### config.mk
export PLATFORM = sky130hd
export DESIGN_NAME = asr_host_flat
export DESIGN_NICKNAME = d
export VERILOG_FILES = /design/src/asr_pkg.sv /design/src/asr_link_if.sv /design/src/asr_host.sv /design/src/asr_sync.sv /design/src/flat_wrapper.sv
export SDC_FILE = /design/constraint.sdc
export NUM_CORES = 1
export LEC_CHECK = 0
export BUFFER_PORTS_ARGS = -buffer_cell sky130_fd_sc_hd__buf_2
export CAP_MARGIN = 40
export CORE_AREA = 2 2 150 123
export CTS_BUF_LIST = sky130_fd_sc_hd__clkbuf_8
export CTS_CLUSTER_SIZE = 30
export DETAILED_ROUTE_END_ITERATION = 10
export DIE_AREA = 0 0 152 125
export PLACE_DENSITY = 0.8
export SLEW_MARGIN = 20
export SYNTH_ARGS = -nofsm -noshare
export SYNTH_HDL_FRONTEND = slang
export SYNTH_HIERARCHICAL = 1
export SYNTH_SLANG_ARGS = --single-unit
### constraint.sdc
create_clock -name aclk -period 2.7 [get_ports aclk]
set_input_delay 0.135 -clock aclk [delete_from_list [all_inputs] [get_ports aclk]]
set_output_delay 0.135 -clock aclk [all_outputs]
set_load 0.05 [all_outputs]
### src/asr_pkg.sv
// asr_pkg: shared constants for the serial readout port and its host controller
// assumes: 100 MHz aclk on both ends, 32-bit output word
`default_nettype none
package asr_pkg;

  // ==========================================
  // output word and modes
  localparam int WORD_BITS = 32;
  localparam logic [1:0] MODE_00 = 2'h0;
  localparam logic [1:0] OMODE_SPI = 2'h0;
  localparam logic [1:0] SECOND_DUAL = 2'h3;

  // ==========================================
  // configuration map, byte addressed
  localparam int NREG = 9;
  localparam logic [7:0] REG_OFS [NREG] = '{8'h00, 8'h04, 8'h08, 8'h0c, 8'h10, 8'h14, 8'h20, 8'h24, 8'h28};
  localparam logic [31:0] REG_MASK [NREG] = '{32'h000f_0000, 32'h0000_ff37, 32'h0000_0003, 32'h0000_004f,
    32'hffff_ffff, 32'hffff_ffff, 32'hffff_ffff, 32'hffff_ffff, 32'hffff_ffff};
  localparam logic [31:0] REG_RESET = 32'h0000_0000;
  localparam logic [3:0] SLOT_ID = 4'h0;
  localparam logic [3:0] SLOT_IN = 4'h2;
  localparam logic [3:0] SLOT_OUT = 4'h3;
  localparam logic [3:0] SLOT_NONE = 4'hf;

  // field positions
  localparam int IMODE_LSB = 0;
  localparam int OMODE_LSB = 0;
  localparam int SEC_CFG_LSB = 2;
  localparam int CLK_SRC_BIT = 6;
  localparam int CHIP_ADDR_LSB = 16;

  // ==========================================
  // command word: opcode [31:24], byte address [23:16], data [7:0]
  localparam int CMD_OP_LSB = 24;
  localparam int CMD_ADDR_LSB = 16;
  localparam logic [7:0] CMD_WRITE = 8'h01;
  localparam logic [7:0] CMD_READ = 8'h02;

  // ==========================================
  // timing
  localparam int CLK_PERIOD_NS = 10;
  localparam int LINK_HALF_NS = 80;
  localparam int INT_HALF_NS = 40;
  localparam int LINK_HALF_CYC = (LINK_HALF_NS / CLK_PERIOD_NS < 1) ? 1 : LINK_HALF_NS / CLK_PERIOD_NS;
  localparam int INT_HALF_CYC = (INT_HALF_NS / CLK_PERIOD_NS < 1) ? 1 : INT_HALF_NS / CLK_PERIOD_NS;

  // ==========================================
  // host controller register map
  localparam logic [7:0] H_CTRL = 8'h00;
  localparam logic [7:0] H_LEN = 8'h04;
  localparam logic [7:0] H_TXD = 8'h08;
  localparam logic [7:0] H_RXD = 8'h0c;
  localparam logic [7:0] H_STAT = 8'h10;
  localparam int HC_SRC_BIT = 2;
  localparam int HC_DUAL_BIT = 3;
  localparam int HC_GO_BIT = 8;
  localparam logic [1:0] RESP_OKAY = 2'h0;
  localparam logic [1:0] RESP_SLVERR = 2'h2;

  function automatic logic [3:0] slot_of(input logic [7:0] a);
    logic [3:0] s;
    s = SLOT_NONE;
    for (int i = 0; i < NREG; i++) begin
      if (REG_OFS[i][7:2] == a[7:2]) s = 4'(i);
    end
    return s;
  endfunction

endpackage
`default_nettype wire

### src/asr_link_if.sv
// asr_link_if: serial link between host controller and readout port
// assumes: the bench instantiates it and hands one modport to each end
`timescale 1ns/10ps
`default_nettype none
interface asr_link_if;
  logic convert_select_n;
  logic sclk;
  logic sdi;
  logic serial_out_first;
  logic shared_alarm_pin;
  logic ready_strobe_pin;

  modport device (
    input convert_select_n,
    input sclk,
    input sdi,
    output serial_out_first,
    output shared_alarm_pin,
    output ready_strobe_pin
  );

  modport host (
    output convert_select_n,
    output sclk,
    output sdi,
    input serial_out_first,
    input shared_alarm_pin,
    input ready_strobe_pin
  );
endinterface
`default_nettype wire

### src/asr_host.sv
// asr_host: host controller end, runs frames on command from AXI4-Lite registers
// assumes: software keeps the mode fields in step with the device
//
// Added by the designer: the AXI4-Lite interface to the registers.
`timescale 1ns/10ps
`default_nettype none
module asr_host #(
  parameter int HALF_CYC = asr_pkg::LINK_HALF_CYC
) (
  // clock and reset
  input wire logic aclk,
  input wire logic aresetn,
  // axi4-lite write
  input wire logic awvalid,
  output logic awready,
  input wire logic [7:0] awaddr,
  input wire logic wvalid,
  output logic wready,
  input wire logic [31:0] wdata,
  input wire logic [3:0] wstrb,
  output logic bvalid,
  input wire logic bready,
  output logic [1:0] bresp,
  // axi4-lite read
  input wire logic arvalid,
  output logic arready,
  input wire logic [7:0] araddr,
  output logic rvalid,
  input wire logic rready,
  output logic [31:0] rdata,
  output logic [1:0] rresp,
  // link
  asr_link_if.host lk
);

  typedef enum logic [1:0] {ASR_IDLE, ASR_CLOCK, ASR_TAIL} asr_state_t;
  asr_state_t state_q;

  // ==========================================
  // pin synchronisers
  logic sdo0_s;
  logic sdo1_s;
  logic strobe_s;
  logic strobe_p_q;

  asr_sync #(.W(3), .RST_VAL(3'h0)) u_sync (
    .aclk(aclk),
    .aresetn(aresetn),
    .d({lk.serial_out_first, lk.shared_alarm_pin, lk.ready_strobe_pin}),
    .q({sdo0_s, sdo1_s, strobe_s})
  );

  // ==========================================
  // registers and axi slave
  logic [1:0] mode_q;
  logic src_q;
  logic dual_q;
  logic [7:0] len_q;
  logic [31:0] txd_q;
  logic [31:0] rxd_q;
  logic done_q;
  logic aw_got_q;
  logic w_got_q;
  logic [7:0] wa_q;
  logic [31:0] wd_q;
  logic do_write;
  logic go;
  assign do_write = aw_got_q && w_got_q && !bvalid;
  assign go = do_write && wa_q == asr_pkg::H_CTRL && wd_q[asr_pkg::HC_GO_BIT] && state_q == ASR_IDLE;

  always_ff @(posedge aclk) begin
    if (!aresetn) begin
      aw_got_q <= 1'b0;
      w_got_q <= 1'b0;
      wa_q <= '0;
      wd_q <= '0;
      bvalid <= 1'b0;
      bresp <= asr_pkg::RESP_OKAY;
    end else begin
      if (awvalid && awready) begin
        aw_got_q <= 1'b1;
        wa_q <= awaddr;
      end
      if (wvalid && wready) begin
        w_got_q <= 1'b1;
        wd_q <= wdata;
      end
      if (do_write) begin
        aw_got_q <= 1'b0;
        w_got_q <= 1'b0;
        bvalid <= 1'b1;
        bresp <= (wa_q == asr_pkg::H_CTRL || wa_q == asr_pkg::H_LEN || wa_q == asr_pkg::H_TXD) ?
          asr_pkg::RESP_OKAY : asr_pkg::RESP_SLVERR;
      end else if (bvalid && bready) begin
        bvalid <= 1'b0;
      end
    end
  end

  assign awready = !aw_got_q && !bvalid;
  assign wready = !w_got_q && !bvalid;

  always_ff @(posedge aclk) begin
    if (!aresetn) begin
      mode_q <= asr_pkg::MODE_00;
      src_q <= 1'b0;
      dual_q <= 1'b0;
      len_q <= 8'(asr_pkg::WORD_BITS);
      txd_q <= '0;
    end else if (do_write && wstrb != 4'h0) begin
      // the frame started by this same write already runs with the mode written here
      if (wa_q == asr_pkg::H_CTRL) begin
        mode_q <= wd_q[1:0];
        src_q <= wd_q[asr_pkg::HC_SRC_BIT];
        dual_q <= wd_q[asr_pkg::HC_DUAL_BIT];
      end
      if (wa_q == asr_pkg::H_LEN) len_q <= wd_q[7:0];
      if (wa_q == asr_pkg::H_TXD) txd_q <= wd_q;
    end
  end

  always_ff @(posedge aclk) begin
    if (!aresetn) begin
      rvalid <= 1'b0;
      rdata <= '0;
      rresp <= asr_pkg::RESP_OKAY;
    end else if (arvalid && arready) begin
      rvalid <= 1'b1;
      rresp <= asr_pkg::RESP_OKAY;
      case (araddr)
        asr_pkg::H_CTRL: rdata <= {28'h000_0000, dual_q, src_q, mode_q};
        asr_pkg::H_LEN: rdata <= {24'h00_0000, len_q};
        asr_pkg::H_TXD: rdata <= txd_q;
        asr_pkg::H_RXD: rdata <= rxd_q;
        asr_pkg::H_STAT: rdata <= {30'h0000_0000, done_q, state_q != ASR_IDLE};
        default: begin
          rdata <= '0;
          rresp <= asr_pkg::RESP_SLVERR;
        end
      endcase
    end else if (rvalid && rready) begin
      rvalid <= 1'b0;
    end
  end

  assign arready = !rvalid;

  // ==========================================
  // frame engine
  logic cs_n_q;
  logic sclk_q;
  logic sdi_q;
  logic [31:0] tx_sr_q;
  logic [8:0] edges_left_q;
  logic [7:0] half_cnt_q;
  logic [7:0] rx_cnt_q;
  logic wrap;
  logic lead;
  logic launch;
  logic capture;
  assign wrap = half_cnt_q == 8'(HALF_CYC - 1);
  assign lead = sclk_q == mode_q[1];
  assign launch = state_q == ASR_CLOCK && wrap && edges_left_q != '0 && (mode_q[0] ? lead : !lead);
  assign capture = state_q != ASR_IDLE && (src_q ? (strobe_s && !strobe_p_q) :
    (state_q == ASR_CLOCK && wrap && edges_left_q != '0 && (mode_q[0] ? !lead : lead)));

  always_ff @(posedge aclk) begin
    if (!aresetn) begin
      state_q <= ASR_IDLE;
      cs_n_q <= 1'b1;
      sclk_q <= 1'b0;
      sdi_q <= 1'b0;
      tx_sr_q <= '0;
      edges_left_q <= '0;
      half_cnt_q <= '0;
      done_q <= 1'b0;
    end else begin
      half_cnt_q <= (state_q == ASR_IDLE || wrap) ? 8'h00 : half_cnt_q + 8'h01;
      case (state_q)
        ASR_IDLE: begin
          // a frame started by the write that also sets the mode runs in that mode
          sclk_q <= go ? wd_q[1] : mode_q[1];
          if (go) begin
            state_q <= ASR_CLOCK;
            cs_n_q <= 1'b0;
            done_q <= 1'b0;
            edges_left_q <= {len_q, 1'b0};
            sdi_q <= !wd_q[0] && txd_q[31];
            tx_sr_q <= wd_q[0] ? txd_q : {txd_q[30:0], 1'b0};
          end
        end
        ASR_CLOCK: begin
          if (wrap) begin
            if (edges_left_q == '0) begin
              state_q <= ASR_TAIL;
            end else begin
              sclk_q <= !sclk_q;
              edges_left_q <= edges_left_q - 9'h001;
            end
          end
          if (launch) begin
            sdi_q <= tx_sr_q[31];
            tx_sr_q <= {tx_sr_q[30:0], 1'b0};
          end
        end
        ASR_TAIL: begin
          // let strobes still in flight arrive before closing the frame
          if (wrap && (!src_q || rx_cnt_q >= len_q)) begin
            state_q <= ASR_IDLE;
            cs_n_q <= 1'b1;
            done_q <= 1'b1;
          end
        end
        default: state_q <= ASR_IDLE;
      endcase
    end
  end

  always_ff @(posedge aclk) begin
    if (!aresetn) begin
      rxd_q <= '0;
      rx_cnt_q <= '0;
      strobe_p_q <= 1'b0;
    end else begin
      strobe_p_q <= strobe_s;
      if (go) begin
        rx_cnt_q <= '0;
        rxd_q <= '0;
      end else if (capture) begin
        rxd_q <= dual_q ? {rxd_q[29:0], sdo0_s, sdo1_s} : {rxd_q[30:0], sdo0_s};
        rx_cnt_q <= rx_cnt_q + (dual_q ? 8'h02 : 8'h01);
      end
    end
  end

  assign lk.convert_select_n = cs_n_q;
  assign lk.sclk = sclk_q;
  assign lk.sdi = sdi_q;

endmodule
`default_nettype wire

### src/asr_sync.sv
// asr_sync: two-flop synchroniser for a group of independent levels
// assumes: each bit is a level from another domain
`timescale 1ns/10ps
`default_nettype none
module asr_sync #(
  parameter int W = 1,
  parameter logic [W-1:0] RST_VAL = '0
) (
  // clock and reset
  input wire logic aclk,
  input wire logic aresetn,
  // levels
  input wire logic [W-1:0] d,
  output logic [W-1:0] q
);
  logic [W-1:0] meta_q;

  always_ff @(posedge aclk) begin
    if (!aresetn) begin
      meta_q <= RST_VAL;
      q <= RST_VAL;
    end else begin
      meta_q <= d;
      q <= meta_q;
    end
  end
endmodule
`default_nettype wire

### src/flat_wrapper.sv
// flat-port wrapper written by rule: the top's interface ports become plain ports
module asr_host_flat 
#(
  parameter int HALF_CYC = asr_pkg::LINK_HALF_CYC
)
  (aclk, aresetn, awvalid, awready, awaddr, wvalid, wready, wdata, wstrb, bvalid, bready, bresp, arvalid, arready, araddr, rvalid, rready, rdata, rresp, lk_convert_select_n, lk_sclk, lk_sdi, lk_serial_out_first, lk_shared_alarm_pin, lk_ready_strobe_pin);
  asr_link_if lk_i ();
  input wire logic aclk;
  input wire logic aresetn;
  input wire logic awvalid;
  output logic awready;
  input wire logic [7:0] awaddr;
  input wire logic wvalid;
  output logic wready;
  input wire logic [31:0] wdata;
  input wire logic [3:0] wstrb;
  output logic bvalid;
  input wire logic bready;
  output logic [1:0] bresp;
  input wire logic arvalid;
  output logic arready;
  input wire logic [7:0] araddr;
  output logic rvalid;
  input wire logic rready;
  output logic [31:0] rdata;
  output logic [1:0] rresp;
  output wire logic [$bits(lk_i.convert_select_n)-1:0] lk_convert_select_n;
  output wire logic [$bits(lk_i.sclk)-1:0] lk_sclk;
  output wire logic [$bits(lk_i.sdi)-1:0] lk_sdi;
  input wire logic [$bits(lk_i.serial_out_first)-1:0] lk_serial_out_first;
  input wire logic [$bits(lk_i.shared_alarm_pin)-1:0] lk_shared_alarm_pin;
  input wire logic [$bits(lk_i.ready_strobe_pin)-1:0] lk_ready_strobe_pin;
  assign lk_convert_select_n = lk_i.convert_select_n;
  assign lk_sclk = lk_i.sclk;
  assign lk_sdi = lk_i.sdi;
  assign lk_i.serial_out_first = lk_serial_out_first;
  assign lk_i.shared_alarm_pin = lk_shared_alarm_pin;
  assign lk_i.ready_strobe_pin = lk_ready_strobe_pin;
  asr_host #(.HALF_CYC(HALF_CYC)) u_core (.aclk(aclk), .aresetn(aresetn), .awvalid(awvalid), .awready(awready), .awaddr(awaddr), .wvalid(wvalid), .wready(wready), .wdata(wdata), .wstrb(wstrb), .bvalid(bvalid), .bready(bready), .bresp(bresp), .arvalid(arvalid), .arready(arready), .araddr(araddr), .rvalid(rvalid), .rready(rready), .rdata(rdata), .rresp(rresp), .lk(lk_i));
endmodule
==> results of run 1 <==
per-stage QoR:
stage	worst slack, ps	util (%)
2_1_floorplan	174	-
3_3_place_gp	257	62.2
3_5_place_dp	173	62.2
4_1_cts	134	68.6
5_1_grt	34.8	68.7
6_report	145	68.7
final cells by class:
| type | instances | area, um^2 | share of cell area, % |
|---|---|---|---|
| multi-input combinational | 826 | 5410 | 44.6 |
| sequential | 224 | 4490 | 37.0 |
| timing repair buffer | 170 | 1220 | 10.1 |
| clock buffer | 44 | 606 | 4.99 |
| tap | 230 | 288 | 2.37 |
| clock inverter | 15 | 62.6 | 0.516 |
| inverter | 16 | 60.1 | 0.495 |
power groups by stage:
stage	clock [mW]	sequential, mW	combinational (mW)
2_1_floorplan	0	3.47	0.265
3_3_place_gp	0	3.48	0.380
3_5_place_dp	0	3.48	0.386
4_1_cts	2.79	3.40	0.438
5_1_grt	2.95	3.41	0.488
6_report	2.74	3.41	0.445
flip-flops by register name (all words and copies together), names as in the netlist, 2 cells and up:
name	cells
u_core/rdata	32
u_core/rxd_q	32
u_core/tx_sr_q	32
u_core/txd_q	32
u_core/wd_q	32
u_core/edges_left_q	9
u_core/half_cnt_q	8
u_core/len_q	8
u_core/rx_cnt_q	8
u_core/wa_q	8
u_core/u_sync/meta_q	3
u_core/u_sync/q	3
u_core/mode_q	2
u_core/state_q	2
routing by layer:
layer | global-route usage (%) | share of wire [%] | wire, um | up-vias
met5 | 0 | 0 | 0 | -
met4 | 7.97 | 2.3 | 560 | 0
met3 | 5.30 | 7.1 | 1750 | 44
met2 | 38.5 | 42 | 10400 | 262
met1 | 37.5 | 48 | 11800 | 3997
li1 | - | - | - | 4223
cell usage after synthesis, types with 8 or more instances:
cell | number | area share [%]
sky130_fd_sc_hd__o21ai_0 | 51 | 2.5
sky130_fd_sc_hd__buf_2 | 8 | 0.39
sky130_fd_sc_hd__a21boi_1 | 23 | 1.7
sky130_fd_sc_hd__a21boi_0 | 66 | 4.8
sky130_fd_sc_hd__o211ai_1 | 35 | 2.5
sky130_fd_sc_hd__mux2i_1 | 135 | 13
sky130_fd_sc_hd__and2_1 | 41 | 2.5
sky130_fd_sc_hd__ha_1 | 12 | 1.5
sky130_fd_sc_hd__a21oi_1 | 14 | 0.68
sky130_fd_sc_hd__nor2b_1 | 47 | 2.8
sky130_fd_sc_hd__dfxtp_1 | 224 | 43
sky130_fd_sc_hd__clkbuf_1 | 58 | 2.1
sky130_fd_sc_hd__nor2_1 | 58 | 2.1
sky130_fd_sc_hd__nand2_1 | 211 | 7.7
sky130_fd_sc_hd__inv_1 | 16 | 0.58
sky130_fd_sc_hd__a211oi_1 | 31 | 2.3
cell families (layout without fill, tap and decap cells):
family,count (synthesis),count (layout),synth area share [%]
compound gates,240,240,16.1
xor+xnor,9,9,0.908
fa+ha+maj,13,13,1.65
buf+inv,102,245,4.56
flops,224,224,43.4
mux,142,142,14.1
other cells,1,2,0.0363
simple gates,420,420,19.3
timing repair:
| item | in CTS | in global routing |
|---|---|---|
| resized for setup | 0 | 1 |
| buffers inserted | 0 | 0 |
| hold buffers | 46 | 0 |
| endpoints found under the setup margin | 0 | 14 |
| hold endpoints to repair | 45 | 0 |
worst paths after layout:
kind                                        from                        endpoint  slack, ps  cells past startpoint
max          u_core/edges_left_q[0]$_SDFFE_PN0P_  u_core/tx_sr_q[7]$_SDFFE_PN0P_        150                      9
min                                    araddr[1]    u_core/rresp[1]$_SDFFE_PN0P_         80                      5
max reg2reg  u_core/edges_left_q[0]$_SDFFE_PN0P_  u_core/tx_sr_q[7]$_SDFFE_PN0P_        150                      9
min reg2reg   u_core/u_sync/meta_q[2]$_SDFF_PN0_   u_core/u_sync/q[2]$_SDFF_PN0_        430                      1
worst reg2reg max path, delay by kind of cell, from the launching register on:
family,cells,cell delay [ps]
compound gates,3,460
fa+ha+maj,1,180
buf+inv,2,260
flops,1,330
simple gates,3,1200
==> results.md, run 1 <==
* Slowest cell on the critical path: sky130_fd_sc_hd__or3b_2
* Avg Inst Size Synth at 8.98 um^2
* Largest net degree at the start of global routing at between 90 and 100
* Commonest register cell after synthesis: sky130_fd_sc_hd__dfxtp_1
* Sum of net half-perimeters after detailed placement at 15.6 mm
* Most used cells in the layout excluding fill and tap cells: sky130_fd_sc_hd__dfxtp_1, sky130_fd_sc_hd__nand2_1, sky130_fd_sc_hd__mux2i_1
* Final hold violations at 0
* Post-Route Skew at 19.0 ps
* Crit share post-route at a little over nine tenths
* Total of flip-flops plus latches after synthesis at 224
* Non-Filler Cell Area, Final at 0.0121 mm^2
* Setup violators final at 0
* Buffers from clock root to sink, at most at 3
* Overall power of the completed layout at 6.60 mW
* Number of buffers inserted during clock tree synthesis at 35
* Setup repair after global routing missed its margin: false
* Leading cell type in the layout, fill and taps excluded: sky130_fd_sc_hd__dfxtp_1
* Via density at 5.59
* Headroom to the max-slew limit at between 40% and 50%
* Antenna Nets Post-Route at 0
* Antenna cell count at 0
* Fraction of synthesis flops using an asynchronous set or reset pin at 0%
* Number of sinks on the clock net at 224
* Layout-stage area growth over the synthesis result at 17.4%
* Number of DRC markers in iteration 0 at between 600 and 700
* Tightest hold margin at 76.4 ps
* Maximum clock rate at 391 MHz
* Critical path data required time at roughly 3000 ps
* Number of cells in the design after placement at 1420
* First-pass iteration count of the detailed router at 5
* Cell Int Power at 5.02 mW
* GP Congestion at 0.863
* Leakage power of the design at 4.62 nW
* Result of the run: complete, no violations
* Clock-pin slew on the worst setup and hold paths at 60 ps
* Sequential power share at around half
* Max H-tree Level at 2
* Transition time at the pin with the least slew margin at 793 ps
* Post-synthesis instance area at 0.0103 mm^2
* Latest clock arrival within the worst-skew pair at 520 ps
* TritonCTS clock tree: done
* Crit path launch type: flip-flop
* Finished Layout Cells at 1525
* Number of pins exceeding their max-slew limit in the final report at 0
* Share of final-layout standard cells stronger than drive strength 1 at 15.2%
* Count of warnings emitted by yosys at 6
* Starting density of the core at 58.5%
* Type of the worst setup path: reg -> reg
* Part of the power in the clock network at a little over two fifths
* Die ar. at 0.0190 mm^2
* CP arrival at 2940 ps
* Overflow left after global routing at 0
* Slowest Stage Delay on Critical Path at 520 ps
* Top Family by Delay on Critical Path: simple AND/OR/NAND/NOR gates
* Port buffer count at 103
* Number of global-route vias before repair at 8020
* Area after detailed placement at 0.0110 mm^2
* Core Box Area at around 0.018 mm^2
* Switching pwr at 1.58 mW
* Number of nets in the layout at about 1300
* Net switching share of the total power at a little under a quarter
* Final routed wirelength across all metal layers at 24.5 mm
* Capturing element type of the critical path: flip-flop
* Global-route total usage across every layer at 25.7%
* Crit path buffers/inverters at 2
* Remaining design rule violation count at 0
* Number of placed I/O pins at ~110
* Fraction of power consumed by combinational cells at 6.8%
* Floorplan die width at 152 um
* Cells after synthesis at roughly 1200
* Worst-path fanout max at 34
* Via total after detailed routing at about 8500
* Ordered cell list for the critical path: inv_1 -> ha_1 -> or3b_2 -> or3_1 -> and3_4 -> a21o_1 -> buf_12 -> o211ai_1 -> a21boi_0
* Worst hold path type: in -> reg
* DR WL/cell at 16.1 um
* Worst supply voltage drop on vdd at slightly below 400 uV
* Shortest clock period the worst path allows after layout at roughly 2600 ps
* # Max-Cap Violations at 0
* Aggregate negative setup slack at 0 ps
* Number of enable-type register cells in the synthesized netlist at 0
* Number of antenna violations at the first check in global routing at 0
* Count of cell types in the netlist at 55
* Root Buffer Master: sky130_fd_sc_hd__clkbuf_8
* Fill cell count at 1343
* Standard-cell rows at 44
* Total power divided by cell area at 544 mW/mm^2
* First-pass GRT wire length at around 40 mm
* Die span in y at roughly 130 um
* Sequential cell area fraction in the yosys report at between 40% and 50%
No activity file was read; power rests on OpenSTA's default activity.
==> run 2: changes to the inputs <==
clock period = 2.5 ns   (was 2.7 ns; I/O delays follow)
==> run 2 against run 1 <==
Compared with the run above: clock power increased by 15%; critical path depth decreased by 3; largest cell class unchanged; highest routed layer unchanged; register-to-register slack lost 90 ps; clock skew shrank 7.3 ps; largest power group unchanged; combinational power increased by 12%; total power grew 11%.
==> results.md, run 2 (synthesized netlist as in run 1, its figures left out) <==
* Remaining design rule violation count at 0
* Crit path buffers/inverters at 0
* Port buffer count at 103
* DR WL/cell at roughly 17 um
* Floorplan die width at approximately 150 um
* Switching pwr at around 1.8 mW
* GP Congestion at 0.876
* Critical R2R Launch: u_core/mode_q[1]$_SDFFE_PN0P_
* R2R cell count at 6
* TritonCTS clock tree: done
* Max H-tree Level at 2
* Worst Setup SP: u_core/mode_q[1]$_SDFFE_PN0P_
* Non-Filler Cell Area, Final at 0.0125 mm^2
* CP arrival at 2900 ps
* Result of the run: complete, no violations
* Type of the worst setup path: reg -> reg
* Area after detailed placement at 0.0111 mm^2
* Final routed wirelength across all metal layers at about 26 mm
* Crit share post-route at 97.8%
* Total power divided by cell area at 589 mW/mm^2
* Root Buffer Master: sky130_fd_sc_hd__clkbuf_8
* Slowest cell on the critical path: sky130_fd_sc_hd__or4_1
* Pre-CTS setup slack at 32.7 ps
* Number of global-route vias before repair at 8108
* Overflow left after global routing at 0
* Via total after detailed routing at 8868
* Number of antenna violations at the first check in global routing at 0
* Worst supply voltage drop on vdd at roughly 420 uV
* Leakage power of the design at roughly 4.8 nW
* Maximum clock rate at 409 MHz
* Capturing element type of the critical path: flip-flop
* Number of pins exceeding their max-slew limit in the final report at 0
* Sequential power share at 50.2%
* Reg2reg end: u_core/rx_cnt_q[6]$_SDFFE_PP0P_
* First-pass GRT wire length at 41.8 mm
* Leading cell type in the layout, fill and taps excluded: sky130_fd_sc_hd__dfxtp_1
* Number of sinks on the clock net at 224
* Number of nets in the layout at 1367
* Core Box Area at 0.0177 mm^2
* Die span in y at 125 um
* Antenna cell count at 0
* # Max-Cap Violations at 0
* First-pass iteration count of the detailed router at 6
* Setup WS post-layout at 54.4 ps
* Share of final-layout standard cells stronger than drive strength 1 at 17.2%
* Post-Route Skew at 11.7 ps
* Net switching share of the total power at 24.1%
* Clock-pin slew on the worst setup and hold paths at 60 ps
* Overall power of the completed layout at ~7.3 mW
* Number of DRC markers in iteration 0 at 788
* Worst hold path type: in -> reg
* Shortest clock period the worst path allows after layout at 2450 ps
* Worst-path fanout max at 8
* Headroom to the max-slew limit at between 50 and 60%
* Setup violators final at 0
* Global-route total usage across every layer at 26.5%
* Cell Int Power at 5.57 mW
* Antenna Nets Post-Route at 0
* Fraction of power consumed by combinational cells at 6.8%
* Via density at 5.74
* Top Family by Delay on Critical Path: simple AND/OR/NAND/NOR gates
* Setup repair after global routing missed its margin: true
* Part of the power in the clock network at 43.1%
* Largest net degree at the start of global routing at 71
* Number of buffers inserted during clock tree synthesis at 35
* Slowest Stage Delay on Critical Path at about 480 ps
* Layout-stage area growth over the synthesis result at 20.6%
* Ordered cell list for the critical path: xor3_2 -> nor3_1 -> nand4_1 -> and2_2 -> or4_1 -> a21oi_1
* Critical path data required time at ~3000 ps
* Finished Layout Cells at 1546
* Crit path launch type: flip-flop
* Transition time at the pin with the least slew margin at 671 ps
* Standard-cell rows at 44
* Number of cells in the design after placement at ~1400
* Tightest hold margin at 12.5 ps
* Latest clock arrival within the worst-skew pair at 530 ps
* Most used cells in the layout excluding fill and tap cells: sky130_fd_sc_hd__dfxtp_1, sky130_fd_sc_hd__nand2_1, sky130_fd_sc_hd__mux2i_1
* Final hold violations at 0
* R2R Setup Slk at 50 ps
* Die ar. at 0.0190 mm^2
* Number of placed I/O pins at 106
* Crit path depth at 6
* Capture point of the worst path: u_core/rx_cnt_q[6]$_SDFFE_PP0P_
* Starting density of the core at 58.5%
* Buffers from clock root to sink, at most at 3
* Sum of net half-perimeters after detailed placement at roughly 16 mm
==> run 2: cell type report <==
| type | instances | area, um^2 |
|---|---|---|
| multi-input combinational | 826 | 5460 |
| timing repair buffer | 189 | 1460 |
| fill | 1313 | 5200 |
| sequential | 224 | 4490 |
| tap | 230 | 288 |
| inverter | 16 | 60.1 |
| clock buffer | 45 | 619 |
| clock inverter | 16 | 96.3 |
==> run 2: how the worst min path moves through the flow <==
| stage | startpoint | endpoint | cells past startpoint |
|---|---|---|---|
| 2_1_floorplan | aresetn | u_core/u_sync/meta_q[0]$_SDFF_PN0_ | 1 |
| 3_3_place_gp | lk_shared_alarm_pin | u_core/u_sync/meta_q[1]$_SDFF_PN0_ | 2 |
| 3_5_place_dp | lk_serial_out_first | u_core/u_sync/meta_q[2]$_SDFF_PN0_ | 2 |
| 4_1_cts | aresetn | u_core/lk.convert_select_n$_SDFFE_PN1P_ | 2 |
| 5_1_grt | aresetn | u_core/lk.convert_select_n$_SDFFE_PN1P_ | 2 |
| 6_report | aresetn | u_core/lk.convert_select_n$_SDFFE_PN1P_ | 2 |
==> run 2: layer usage <==
| metal | track usage, % | vias up | wire, um |
|---|---|---|---|
| li1 | - | 4262 | - |
| met1 | 39.4 | 4252 | 12500 |
| met2 | 39.5 | 312 | 11400 |
| met3 | 4.78 | 42 | 1920 |
| met4 | 7.48 | 0 | 528 |
| met5 | 0 | - | 0 |
==> run 2: stage by stage <==
step           utilization (%)  TNS [ps]
5_1_grt                   70.5     -78.9
6_report                  70.5         0
4_1_cts                   69.6         0
3_5_place_dp              62.7         0
3_3_place_gp              62.7         0
2_1_floorplan                -         0
==> run 2: timing repair <==
| action | CTS | global route |
|---|---|---|
| hold buffers | 46 | 0 |
| cloned | 1 | 5 |
| setup buffers | 1 | 5 |
| endpoints found under the setup margin | 2 | 89 |
| endpoints found under the hold margin | 45 | 0 |
| pin swaps | 1 | 2 |
| resized for setup | 1 | 15 |
==> run 2: worst register-to-register path: cells and delay by family, from the launching register on <==
kind	cells	cell delay (ps)
xor gates and xnor gates	1	440
DFF	1	450
AOI/OAI and AO/OA	1	140
and+or+nand+nor	4	1360
==> run 2: power groups by stage <==
stage                     Combinational, mW  Clock (mW)  Sequential, mW
after floorplan                       0.286           0            3.75
after global placement                0.415           0            3.76
after detailed placement              0.422           0            3.76
after CTS                             0.481        3.20            3.68
after global routing                  0.539        3.38            3.69
final                                 0.497        3.16            3.68
